$ cat config.mk
export PLATFORM = sky130hd
export DESIGN_NAME = rwg_bank
export DESIGN_NICKNAME = d
export VERILOG_FILES = /design/src/logic/rwg_pkg.sv /design/src/logic/rwg_bank.sv
export SDC_FILE = /design/constraint.sdc
export NUM_CORES = 1
export LEC_CHECK = 0
export ABC_AREA = 1
export BUFFER_PORTS_ARGS = -buffer_cell sky130_fd_sc_hd__buf_2
export CAP_MARGIN = 20
export CORE_AREA = 10 10 127 129
export CTS_BUF_LIST = sky130_fd_sc_hd__clkbuf_2
export CTS_CLUSTER_SIZE = 8
export DETAILED_ROUTE_END_ITERATION = 10
export DIE_AREA = 0 0 137 139
export PLACE_DENSITY_LB_ADDON = 0.1
export SLEW_MARGIN = 20
export SYNTH_ARGS = -nofsm -noshare
export SYNTH_HDL_FRONTEND = slang
export SYNTH_SLANG_ARGS = --single-unit
$ cat constraint.sdc
create_clock -name sys_clk -period 4 [get_ports sys_clk]
set_input_delay 0.4 -clock sys_clk [delete_from_list [all_inputs] [get_ports sys_clk]]
set_output_delay 0.4 -clock sys_clk [all_outputs]
set_load 0.01 [all_outputs]
$ cat src/logic/rwg_pkg.sv
// Purpose: constants and types for the resume well pin bank
// Assumes: byte offsets inside the bank's 64-byte I/O window
// Notes: nine pins occupy bits 8:0 of every register
package rwg_pkg;
  localparam int RWG_PINS = 9;
  localparam logic [5:0] RWG_OFS_ENABLE = 6'h20;
  localparam logic [5:0] RWG_OFS_DIRECTION = 6'h24;
  localparam logic [5:0] RWG_OFS_LEVEL = 6'h28;
  localparam logic [5:0] RWG_OFS_RISE = 6'h2C;
  localparam logic [5:0] RWG_OFS_FALL = 6'h30;
  localparam logic [5:0] RWG_OFS_GEN_EVT = 6'h34;
  localparam logic [5:0] RWG_OFS_MGMT_IRQ = 6'h38;
  localparam logic [5:0] RWG_OFS_STATUS = 6'h3C;
  localparam logic [8:0] RWG_RST_ENABLE = 9'h1FF;
  localparam logic [8:0] RWG_RST_DIRECTION = 9'h1FF;
  localparam logic [8:0] RWG_RST_ZERO = 9'h000;
  localparam logic [8:0] RWG_MUXED_DEFAULT = 9'h1FF;

  typedef struct packed {
    logic wr_en;
    logic rd_en;
    logic [5:0] addr;
    logic [31:0] wdata;
  } rwg_req_t;

  typedef struct packed {
    logic [8:0] pin_o;
    logic [8:0] pin_oe;
    logic [8:0] gpio_sel;
  } rwg_pad_t;
endpackage

$ cat src/logic/rwg_bank.sv
// Purpose: resume well general purpose pin bank, nine pins
// Assumes: I/O window decode done upstream; pins synchronous to sys_clk
// Notes: reset is the always-on domain reset only
// Functional notes
// - registers live in a 64-byte I/O window, base decoded outside
// - nine pins on bits 0..8; upper bits reserved
// - enable bit selects gpio versus alternate function; resets to ones
// - direction 1 is input, 0 output; resets to all inputs
// - direction writes ignored for muxed pins whose enable is clear
// - output pins drive the level bit value
// - input pins read pin state; level writes ignored
// - level read undefined when pin disabled
// - enabled rising edge on input pin is a trigger event
// - enabled falling edge on input pin is a trigger event
// - trigger event sets status; both enables catch both edges
// - output pins never set status
// - status sticky, write one clears, zero keeps
// - status and enables set general event pin status
// - status and enables set management interrupt pin status
// - enabled edge also raises a wake event
// - all bits reset only by always-on domain reset
// - bits of absent pins read zero, writes ignored
`timescale 1ns/1ps
`default_nettype none
module rwg_bank
  import rwg_pkg::*;
#(
  parameter logic [8:0] MUXED = rwg_pkg::RWG_MUXED_DEFAULT
) (
  // clock and always-on reset
  input wire logic sys_clk,
  input wire logic reset,
  // register access
  input wire rwg_pkg::rwg_req_t req,
  output logic [31:0] rdata,
  // pins
  input wire logic [8:0] pin_i,
  output var rwg_pkg::rwg_pad_t pad,
  // upstream event controls and status
  input wire logic general_event_pin_enable,
  input wire logic mgmt_irq_pin_enable,
  output logic general_event_pin_status,
  output logic mgmt_irq_pin_status,
  output logic wake_event
);
  import rwg_pkg::*;

  logic [8:0] en_q, en_d, dir_q, dir_d, lvl_q, lvl_d;
  logic [8:0] rise_q, rise_d, fall_q, fall_d, gpe_q, gpe_d, smi_q, smi_d;
  logic [8:0] sts_q, sts_d, s1_q, s2_q, prev_q;
  logic [31:0] rdata_q, rdata_d;
  logic gps_q, gps_d, mis_q, mis_d, wake_q, wake_d;
  logic [8:0] is_in, rise_ev, fall_ev, ev, wdat;

  assign wdat = req.wdata[8:0];
  assign is_in = dir_q;

  // compare synced samples, one detector per pin
  for (genvar g = 0; g < RWG_PINS; g++) begin : g_edge
    always_comb begin
      rise_ev[g] = is_in[g] & rise_q[g] & s2_q[g] & ~prev_q[g];
      fall_ev[g] = is_in[g] & fall_q[g] & ~s2_q[g] & prev_q[g];
      ev[g] = rise_ev[g] | fall_ev[g];
    end
  end

  always_comb begin
    en_d = en_q;
    dir_d = dir_q;
    lvl_d = lvl_q;
    rise_d = rise_q;
    fall_d = fall_q;
    gpe_d = gpe_q;
    smi_d = smi_q;
    sts_d = sts_q;
    if (req.wr_en) begin
      case (req.addr)
        RWG_OFS_ENABLE: en_d = wdat;
        RWG_OFS_DIRECTION: dir_d = (dir_q & MUXED & ~en_q) | (wdat & ~(MUXED & ~en_q));
        RWG_OFS_LEVEL: lvl_d = (lvl_q & is_in) | (wdat & ~is_in);
        RWG_OFS_RISE: rise_d = wdat;
        RWG_OFS_FALL: fall_d = wdat;
        RWG_OFS_GEN_EVT: gpe_d = wdat;
        RWG_OFS_MGMT_IRQ: smi_d = wdat;
        RWG_OFS_STATUS: sts_d = sts_q & ~wdat;
        default: ;
      endcase
    end
    sts_d = sts_d | ev;
    // level flags are sticky until upstream logic resets the domain
    gps_d = gps_q | |(sts_q & gpe_q & is_in & {9{general_event_pin_enable}});
    mis_d = mis_q | |(sts_q & smi_q & is_in & {9{mgmt_irq_pin_enable}});
    wake_d = |ev;
    rdata_d = 32'h0;
    if (req.rd_en) begin
      case (req.addr)
        RWG_OFS_ENABLE: rdata_d = {23'h0, en_q};
        RWG_OFS_DIRECTION: rdata_d = {23'h0, dir_q};
        RWG_OFS_LEVEL: rdata_d = {23'h0, (s2_q & is_in) | (lvl_q & ~is_in)};
        RWG_OFS_RISE: rdata_d = {23'h0, rise_q};
        RWG_OFS_FALL: rdata_d = {23'h0, fall_q};
        RWG_OFS_GEN_EVT: rdata_d = {23'h0, gpe_q};
        RWG_OFS_MGMT_IRQ: rdata_d = {23'h0, smi_q};
        RWG_OFS_STATUS: rdata_d = {23'h0, sts_q};
        default: rdata_d = 32'h0;
      endcase
    end
  end

  // only the always-on reset clears state
  always_ff @(posedge sys_clk or posedge reset) begin
    if (reset) begin
      en_q <= RWG_RST_ENABLE;
      dir_q <= RWG_RST_DIRECTION;
      lvl_q <= RWG_RST_ZERO;
      rise_q <= RWG_RST_ZERO;
      fall_q <= RWG_RST_ZERO;
      gpe_q <= RWG_RST_ZERO;
      smi_q <= RWG_RST_ZERO;
    end else begin
      en_q <= en_d;
      dir_q <= dir_d;
      lvl_q <= lvl_d;
      rise_q <= rise_d;
      fall_q <= fall_d;
      gpe_q <= gpe_d;
      smi_q <= smi_d;
    end
  end

  // two-flop sampler plus one history flop; reset low so idle-low pins give no false edge
  always_ff @(posedge sys_clk or posedge reset) begin
    if (reset) begin
      s1_q <= RWG_RST_ZERO;
      s2_q <= RWG_RST_ZERO;
      prev_q <= RWG_RST_ZERO;
    end else begin
      s1_q <= pin_i;
      s2_q <= s1_q;
      prev_q <= s2_q;
    end
  end

  // sticky status, routed flags and read data
  always_ff @(posedge sys_clk or posedge reset) begin
    if (reset) begin
      sts_q <= RWG_RST_ZERO;
      rdata_q <= 32'h0;
      gps_q <= 1'b0;
      mis_q <= 1'b0;
      wake_q <= 1'b0;
    end else begin
      sts_q <= sts_d;
      rdata_q <= rdata_d;
      gps_q <= gps_d;
      mis_q <= mis_d;
      wake_q <= wake_d;
    end
  end

  assign rdata = rdata_q;
  assign pad.pin_o = lvl_q;
  assign pad.pin_oe = en_q & ~dir_q;
  assign pad.gpio_sel = en_q | ~MUXED;
  assign general_event_pin_status = gps_q;
  assign mgmt_irq_pin_status = mis_q;
  assign wake_event = wake_q;
endmodule
`default_nettype wire

# Word level (Yosys, flattened, before mapping)
# Index checks and enable logic that the tools add are counted.
[word_totals] register_bits=134 input_bits=53 output_inout_bits=62 wordCells=142
[op_classes] eq_ne=8 mux=4 bitwise=105 n_reduce_logical=10
[op_table] cell="$and A9 B9 Y9" n=14
[op_table] cell="$pmux W9 S8" n=1
[op_table] cell="$and A1 B1 Y1" n=54
[op_table] cell="$eq A6 B6 Y1 const B" n=8
[op_table] cell="$not A9 Y9" n=4
[op_table] cell="$or A9 B9 Y9" n=4
[op_table] cell="$mux W9" n=3
[op_table] cell="$reduce_or A9 Y1" n=3
[op_table] cell="$not A1 Y1" n=18
[op_table] cell="$reduce_and A2 Y1" n=7
[op_table] cell="$or A1 B1 Y1" n=11

# Depth between registers and ports, before layout
# Gate-level depths: netlist of run 1.
[logic_depth] word_depth=5 depth_mapped=9 depth_no_buf=8

# Worst setup path after synthesis of run 1
# OpenSTA, ideal clock, no wires.
[synth_path] path_type="input-to-reg" startpoint="in req[33] (netlist name)" endpoint="reg rdata_q[6], in the netlist rdata[6]" setup_time_ps=79 arrival_ps=1240 required_ps=3921 slack_ps=2681 stages=7 path_buffers=2 path_cell_list="nor2_1 > buf_2 > buf_4 > nand4_1 > nand2_1 > nor2_1 > a21oi_1"
[synth_between] elab_chain_len=3 elab_cells_between_ends=10 cone_classes="eq/ne (8); mux (2)"
[synth_rtl] element="start: declaration" line="rwg_bank.sv:34" rtl="input wire rwg_pkg::rwg_req_t req,"
[synth_rtl] element="$eq A6 B6 Y1" line="rwg_bank.sv:96" rtl="case (req.addr)"
[synth_rtl] element="$pmux W9 S8 (*)" line="rwg_bank.sv:96"
[synth_rtl] element="$mux W9 (*)" line="rwg_bank.sv:95" rtl="if (req.rd_en) begin"
[synth_rtl] element="named net rdata_d[6]" line="rwg_bank.sv:51" rtl="logic [31:0] rdata_q, rdata_d;"
[synth_rtl] element="end signal: assignment" line="rwg_bank.sv:154" rtl="rdata_q <= rdata_d;"
[synth_rtl] element="end: declaration" line="rwg_bank.sv:51"
# The timed path passes the listed nets; every way through them passes the cells marked *.
# A chain may end at the register's enable or synchronous reset.

==> results, run 1 <==
- Summed over all instances, the cell type with the most area after synthesis is sky130_fd_sc_hd__dfrtp_1.
- In this run the number of H-tree levels came out at 3.
- Registers are responsible for 59.0% of the overall power.
- The synthesis-to-finish area growth is 11.86%.
- In this run the power spent charging and discharging nets is 0.0006445 W.
- The die boundary width is 137 microns.
- At the pin with the least slew margin, the transition time is 1004 ps.
- Of the post-synthesis cell area, the dominant cell type holds 43.61%.
- The row count is 43.
- The most frequent standard cell in the layout excluding fill and tap cells is sky130_fd_sc_hd__nand2_1.
- TritonCTS built the clock tree.
- STA classifies the critical path startpoint as a flop.
- Sequential elements use 52.47% of the synthesized area.
- Once detail routing completed, the nets flagged for antenna violations numbered 0.
- The combinational group share of total power is 12.5%.
- The clock buffer count from CTS is 9.
- The placed instance area is 0.005693 sq mm.
- Walking the worst path, the cells encountered are nor2_1 -> buf_2.
- The path type of the worst min-delay path is primary input to flop.
- During synthesis, Yosys emitted a total of 0 warnings.
- After technology mapping, the gate count stands at 650.
- The analysis attributes to cell leakage a power of 2.901 nW.
- At the end of routability-driven placement, the weighted congestion stood at 0.8320.
- The share of cells above drive strength 1 is 17.64%.
- The die height is 139 microns.
- The remaining global-route overflow is 0.
- Entering global routing, the biggest net connects 71 pins.
- Along the worst path, the maximum fanout reaches 9.
- The pre-CTS worst setup slack is 1686 ps.
- The count of final hold-check violations is 0.
- The final worst setup slack is 2061 ps.
- The HPWL after detailed placement is 9747 microns.
- The power density normalized to cell area is 375.9 mW/mm^2.
- The first-iteration detailed-routing DRC count is 390.
- The starting density of the core is 39.05%.
- The final number of max-transition violations is 0.
- The average footprint of a synthesized cell is 8.210 sq um.
- The clock insertion delay at the later pin of the skew report is 640 ps.
- The synthesized design contains 111 register bits.
- The critical path's slowest cell is sky130_fd_sc_hd__dfstp_2.
- Global routing consumed, over all layers together, 15.52% of the routing resources.
- Summing all non-filler instances in the final layout gives an area of 0.005969 sq mm.
- The arrival time of data at the critical path endpoint is 1540 ps.
- For the worst setup path, the data required time is 3600 ps.
- After clock tree synthesis, the clock-pin slew on the worst setup and hold paths is 300 ps.
- The residual DRC count is 0.
- Setup repair after global routing left no endpoint under its margin.
- The wire length reported by the detailed router is 14530 microns.
- The number of setup violations in the final report is 0.
- In the final routed layout, each cell accounts on average for 16.14 microns.
- Adding up every negative setup slack in the final design gives 0 ps.
- The first global-routing pass estimated 23250 microns of wire.
- After floorplanning, the core was sized to cover 0.01367 sq mm.
- Before antenna repair, the detailed router went through 5 iterations.
- The fraction of power spent switching nets is 28.72%.
- 0 antenna diodes ended up in the layout.
- The clock power share is 28.5%.
- In the routed layout, each cell is associated on average with a via count of 4.979.
- Post-CTS timing repair inserted 0 buffers for setup.
- The count of different cell masters after synthesis is 26.
- The number of antenna violations at the first check in global routing is 0.
- The count of buffers from port buffering is 68.
- Clock skew on the completed layout was measured at 30.20 ps.
- The achievable clock frequency is 0.5158 GHz.
- The maximum buffer depth of the clock tree is 2.
- The number of top-level pins is 115.
- Summing every instance area after synthesis gives 0.005336 sq mm.
- The total die area is 0.01904 sq mm.
- The top cell types in the final layout, fill and taps aside, are sky130_fd_sc_hd__nand2_1 (179), sky130_fd_sc_hd__dfrtp_1 (93), sky130_fd_sc_hd__nand3_1 (75).
- The buffer type at the clock tree root is sky130_fd_sc_hd__clkbuf_2.
- The via count of the first global-routing pass is 4373.
- The critical path is of the flop to output port type.
- The total number of vias is 4481.
- Yosys attributes the largest share of cell area to sky130_fd_sc_hd__dfrtp_1 (44%), sky130_fd_sc_hd__nand2_1 (13%), sky130_fd_sc_hd__dfstp_2 (8.9%), sky130_fd_sc_hd__nand3_1 (7.0%), sky130_fd_sc_hd__buf_4 (4.9%).
- The final net count is 768.
- In this design, the stage delay of the slowest critical-path cell is 700 ps.
- The type of destination of the critical path is an output port.
- The clock period could shrink to 1939 ps.
- The internal power of the cells is 0.001600 W.
- The run finished with clean final reports.
- The ratio of final minimum period to clock period is 48.47%.
- The worst-case IR drop observed on VDD is 0.1797 mV.
- The max-cap check violation count is 0.
- In this run the tightest slew margin relative to its limit is 32.91%.
- The number of sinks driven by the clock tree is 111.
==> cell families after synthesis <==
logic type             share of synthesized area (%)
AND/OR/NAND/NOR                                29.80
AO/OA/AOI/OAI                                  7.878
flip-flops                                     52.47
other                                        0.07027
buffers and inverters                          9.777
==> metal layers <==
metal | global-route usage (%) | vias up | wire length (microns)
met1 | 21.10 | 2095 | 6773
met4 | 6.104 | 0 | 278
met2 | 23.34 | 163 | 6365
met3 | 3.406 | 20 | 1109
li1 | - | 2203 | -
met5 | 0 | - | 0
==> stage by stage <==
step                      hold WS [ps]  std cells  power, W  utilization [%]
after floorplan                  331.2        672  0.001520                -
after global placement           334.7        872  0.001608            41.66
after detailed placement         337.1        872  0.001619            41.66
after CTS                        44.70        900  0.002274            43.68
after global routing             52.28        900  0.002365            43.68
final                            89.04        900  0.002244            43.68
==> power groups by stage <==
stage / sequential, W / combinational [W] / clock, W
after global placement: 0.00134 / 0.000270 / 0
after global routing: 0.00134 / 0.000325 / 0.000701
after detailed placement: 0.00134 / 0.000277 / 0
after CTS: 0.00132 / 0.000286 / 0.000665
after floorplan: 0.00133 / 0.000191 / 0
final: 0.00132 / 0.000281 / 0.000640
==> Yosys cell counts (all sizes together) <==
library cell and instances:
nor3 6, dfrtp 93, buf 42, clkbuf 14
dfstp 18, o21ai 74, or2 2, nand2 181
clkinv 1, nand3 79, conb 1, nand4 29
nor2 56, a21oi 10, inv 43, nand3b 1
==> cell type report <==
type | count | area [sq um]
inverter | 44 | 167.7
fill | 1414 | 7696
clock inverter | 7 | 111.4
tap | 180 | 225.2
clock buffer | 9 | 45.04
sequential | 111 | 2800
timing repair buffer | 88 | 520.5
multi-input combinational | 461 | 2100
==> critical path: cells and delay by family (launching register included) <==
family | cells | cell delay (ps)
flops | 1 | 700
buf+inv | 1 | 140
simple gates | 1 | 60
==> worst paths after layout <==
path | to | slack (ps) | cells past startpoint | start
max | pad[17] | 2060 | 2 | flop
min | flop | 90 | 3 | req[6]
max reg2reg | wake_event | 2700 | 5 | flop
min reg2reg | s2_q[4] | 390 | 0 | s1_q[4]
max in group asynchronous | asynchronous set/reset pin | 2630 | 4 | reset
min in group asynchronous | gpe_q[5] | 470 | 3 | reset
==> what timing repair did <==
item	CTS	global route
hold buffers	12	0
gates resized for setup	0	0
hold endpoints to repair	68	0
endpoints found under the setup margin	0	0
No activity file was read; power rests on OpenSTA's default activity.
==> run 2: changes to the inputs <==
==> constraint.sdc (replaced) <==
create_clock -name sys_clk -period 1.97 [get_ports sys_clk]
set_input_delay 0.197 -clock sys_clk [delete_from_list [all_inputs] [get_ports sys_clk]]
set_output_delay 0.197 -clock sys_clk [all_outputs]
set_load 0.01 [all_outputs]
==> run 2 against run 1 <==
  * Combinational power increased by 120%
  * Routed wire length grew 0.55%
  * Cell area grew 2.8%
  * Die area unchanged
  * Via count up 2.6%
  * Power grew 86%
  * Final cell count grew 2.7%
  * Sequential share of layout area is 1.3 points lower
  * Clock power is 36% higher
  * Clock skew rose by 10 ps
  * Global-route usage down 0.064 points
==> results, run 2 (same netlist as run 1, synthesis figures left out) <==
- The via count of the first global-routing pass is 4385 (+0.27%).
- The count of H-tree levels built during CTS is 3 (unchanged).
- The power density normalized to cell area is 679.0 mW/mm^2 (+81%).
- The number of antenna diodes is 0 (unchanged).
- The global-route wire length before repair is 23210 microns (-0.15%).
- The residual DRC count was 0 (unchanged).
- The largest fanout on the critical path is 9 (unchanged).
- The clock power share is 20.9% (-7.6 points).
- The delay contributed by the slowest stage of the critical path was 550 ps (-150 ps).
- The path type of the worst min-delay path is primary input to flop.
- The tightest slew margin relative to the limit came to 62.53% (+30 points).
- The pre-CTS worst setup slack came to 365.0 ps (-1321 ps).
- The total of cells resized after clock tree synthesis came to 0 (unchanged).
- The per-cell routed wire length is 15.81 microns (-2.1%).
- The final critical path takes up 90.51% of the cycle.
- Leaving out fill and tap cells, the most frequent cell in the layout is sky130_fd_sc_hd__nand2_1.
- The number of top-level pins is 115 (unchanged).
- The count of buffers from port buffering was 68 (unchanged).
- The most critical setup path has its startpoint at req[36].
- The core outline area was 0.01367 sq mm (unchanged).
- The static leakage came to 2.993 nW (+3.2%).
- The slack of the worst reg-to-reg path was 550 ps (-2150 ps).
- The count of final hold-check violations was 0 (unchanged).
- The cell family with the largest share of critical-path delay is buffers and inverters.
- The max-cap check violation count is 0 (unchanged).
- In this run the critical register-to-register path is launched from en_q[8].
- The sum of buffers and inverters on the critical path came to 3 (+2).
- The total die area is 0.01904 sq mm (unchanged).
- The ratio of routed vias to standard cells is 4.977 (about the same).
- The routability congestion estimate from global placement is 0.8137 (-2.2%).
- The fraction of power spent switching nets is 29.97% (+1.3 points).
- The path length in cells of the critical path is 9 (+7).
- The clock insertion delay at the later pin of the skew report is 610 ps (-30 ps).
- The final number of max-transition violations is 0 (unchanged).
- The wire length reported by the detailed router is 14610 microns (+0.55%).
- The class of the most critical setup path is primary input to flop.
- The library cells used most frequently in the layout, excluding fill and tap cells, are sky130_fd_sc_hd__nand2_1 (179), sky130_fd_sc_hd__dfrtp_1 (93), sky130_fd_sc_hd__nand3_1 (75).
- The remaining global-route overflow was 0 (unchanged).
- The critical path's slowest cell is sky130_fd_sc_hd__dlygate4sd3_1.
- The worst hold margin is 104.7 ps (+15.63 ps).
- The clock slew at the register clock pins of the worst setup and hold paths is 290 ps (about the same).
- The total number of vias is 4599 (+2.6%).
- The total negative setup slack is 0 ps (unchanged).
- The placed wire-length estimate after detailed placement is 10160 microns (+4.2%).
- The final cell area excluding filler cells is 0.006138 sq mm (+2.8%).
- The type of destination of the critical path is a flop.
- The placed instance area is 0.005822 sq mm (+2.3%).
- The combinational group share of total power came to 14.6% (+2.1 points).
- The number of sinks driven by the clock tree was 111 (unchanged).
- The final net count is 792 (+3.1%).
- The transition time of the tightest slew-check pin is 560.9 ps (-443.1 ps).
- The signal on the critical path passes through dlygate4sd3_1 -> buf_2 -> nor2_4 -> nand2_2 -> nor2_4 -> nand2_1 -> nand2_1 -> o21ai_1 -> dlygate4sd3_1.
- The die boundary width is 137 microns (unchanged).
- The overall routing resource usage is 15.46% (-0.064 points).
- The largest net degree at the start of global routing is 49 (-31%).
- The worst-case reg-to-reg path depth is 4 (-1).
- The switching power summed over all nets is 0.001249 W (+94%).
- The maximum buffer depth of the clock tree came to 2 (unchanged).
- The first-pass iteration count of the detailed router came to 7 (+2).
- The row count is 43 (unchanged).
- TritonCTS built the clock tree.
- The number of hold-repair buffers added at the cts stage is 24 (+12).
- The first-iteration detailed-routing DRC count is 315 (-19%).
- The die height is 139 microns (unchanged).
- The clock buffer count from CTS is 9 (unchanged).
- The share of cells above drive strength 1 was 18.41% (+0.78 points).
- The number of setup violations in the final report is 0 (unchanged).
- The starting density of the core came to 39.05% (unchanged).
- The fill cell total of the finished layout is 1390 (-1.7%).
- The share of the core filled with cells is 44.92% (+1.2 points).
- The remaining antenna violation count was 0 (unchanged).
- The worst clock skew is 40.64 ps (+10.44 ps).
- The internal power of the cells is 0.002919 W (+82%).
- Setup repair after global routing left no endpoint under its margin.
- The minimum clock period after layout is 1783 ps.
- The arrival time of data at the critical path endpoint is 2350 ps (+810 ps).
- The tree is rooted in a sky130_fd_sc_hd__clkbuf_2.
- The post-CTS setup repair buffer count is 0 (unchanged).
- STA classifies the critical path startpoint as a primary input.
- The run finished with clean final reports.
- The achievable clock frequency is 0.5608 GHz.
- The number of antenna violations at the first check in global routing is 0 (unchanged).
- The worst ir drop on vdd came to 0.3278 mV (+82%).
- The fraction of power consumed by sequential logic is 64.5% (+5.5 points).
- The synthesis-to-finish area growth is 15.03%.
- The required time of the worst setup path is 2540 ps (-1060 ps).
- The final worst setup slack is 187.0 ps (-1874 ps).
run 2: final cells by class:
type	count	area, sq um	share of cell area [%]
Sequential cell	111	2800	45.62
Clock inverter	3	11.26	0.1834
Timing Repair Buffer	112	768.2	12.52
Inverter	44	168.9	2.752
Multi-Input combinational cell	461	2100	34.20
Clock buffer	13	65.06	1.060
Tap cell	180	225.2	3.669
run 2: worst min-delay path by stage:
stage,start,end,cells past startpoint
floorplan,pin_i[0],s1_q[0],0
global placement,reset,s1_q[4],2
detailed placement,reset,s1_q[4],2
CTS,req[39],en_q[6],3
global route,req[39],en_q[6],3
finish,req[39],en_q[6],3
run 2: power groups by stage:
stage / Sequential (W) / Clock (W) / Combinational, W
after floorplan: 0.00270 / 0 / 0.000389
after global placement: 0.00272 / 0 / 0.000570
after detailed placement: 0.00273 / 0 / 0.000583
after CTS: 0.00269 / 0.000925 / 0.000620
after global routing: 0.00272 / 0.00101 / 0.000697
final: 0.00269 / 0.000872 / 0.000608
run 2: tightest hold or removal path, stage by stage:
cell	delay (ps)
sky130_fd_sc_hd__buf_2	170
sky130_fd_sc_hd__nand4_4	300
sky130_fd_sc_hd__o21ai_1	90
run 2: per-layer routing:
layer | share of wire, % | GRT usage (%)
met5 | 0 | 0
met4 | 2.1 | 6.437
met3 | 7.6 | 3.442
met2 | 43 | 22.63
met1 | 47 | 21.36
run 2: metrics by stage:
stage	power (W)	instances
floorplan	0.003087	672
global placement	0.003287	884
detailed placement	0.003309	884
CTS	0.004233	924
global route	0.004429	924
finish	0.004168	924
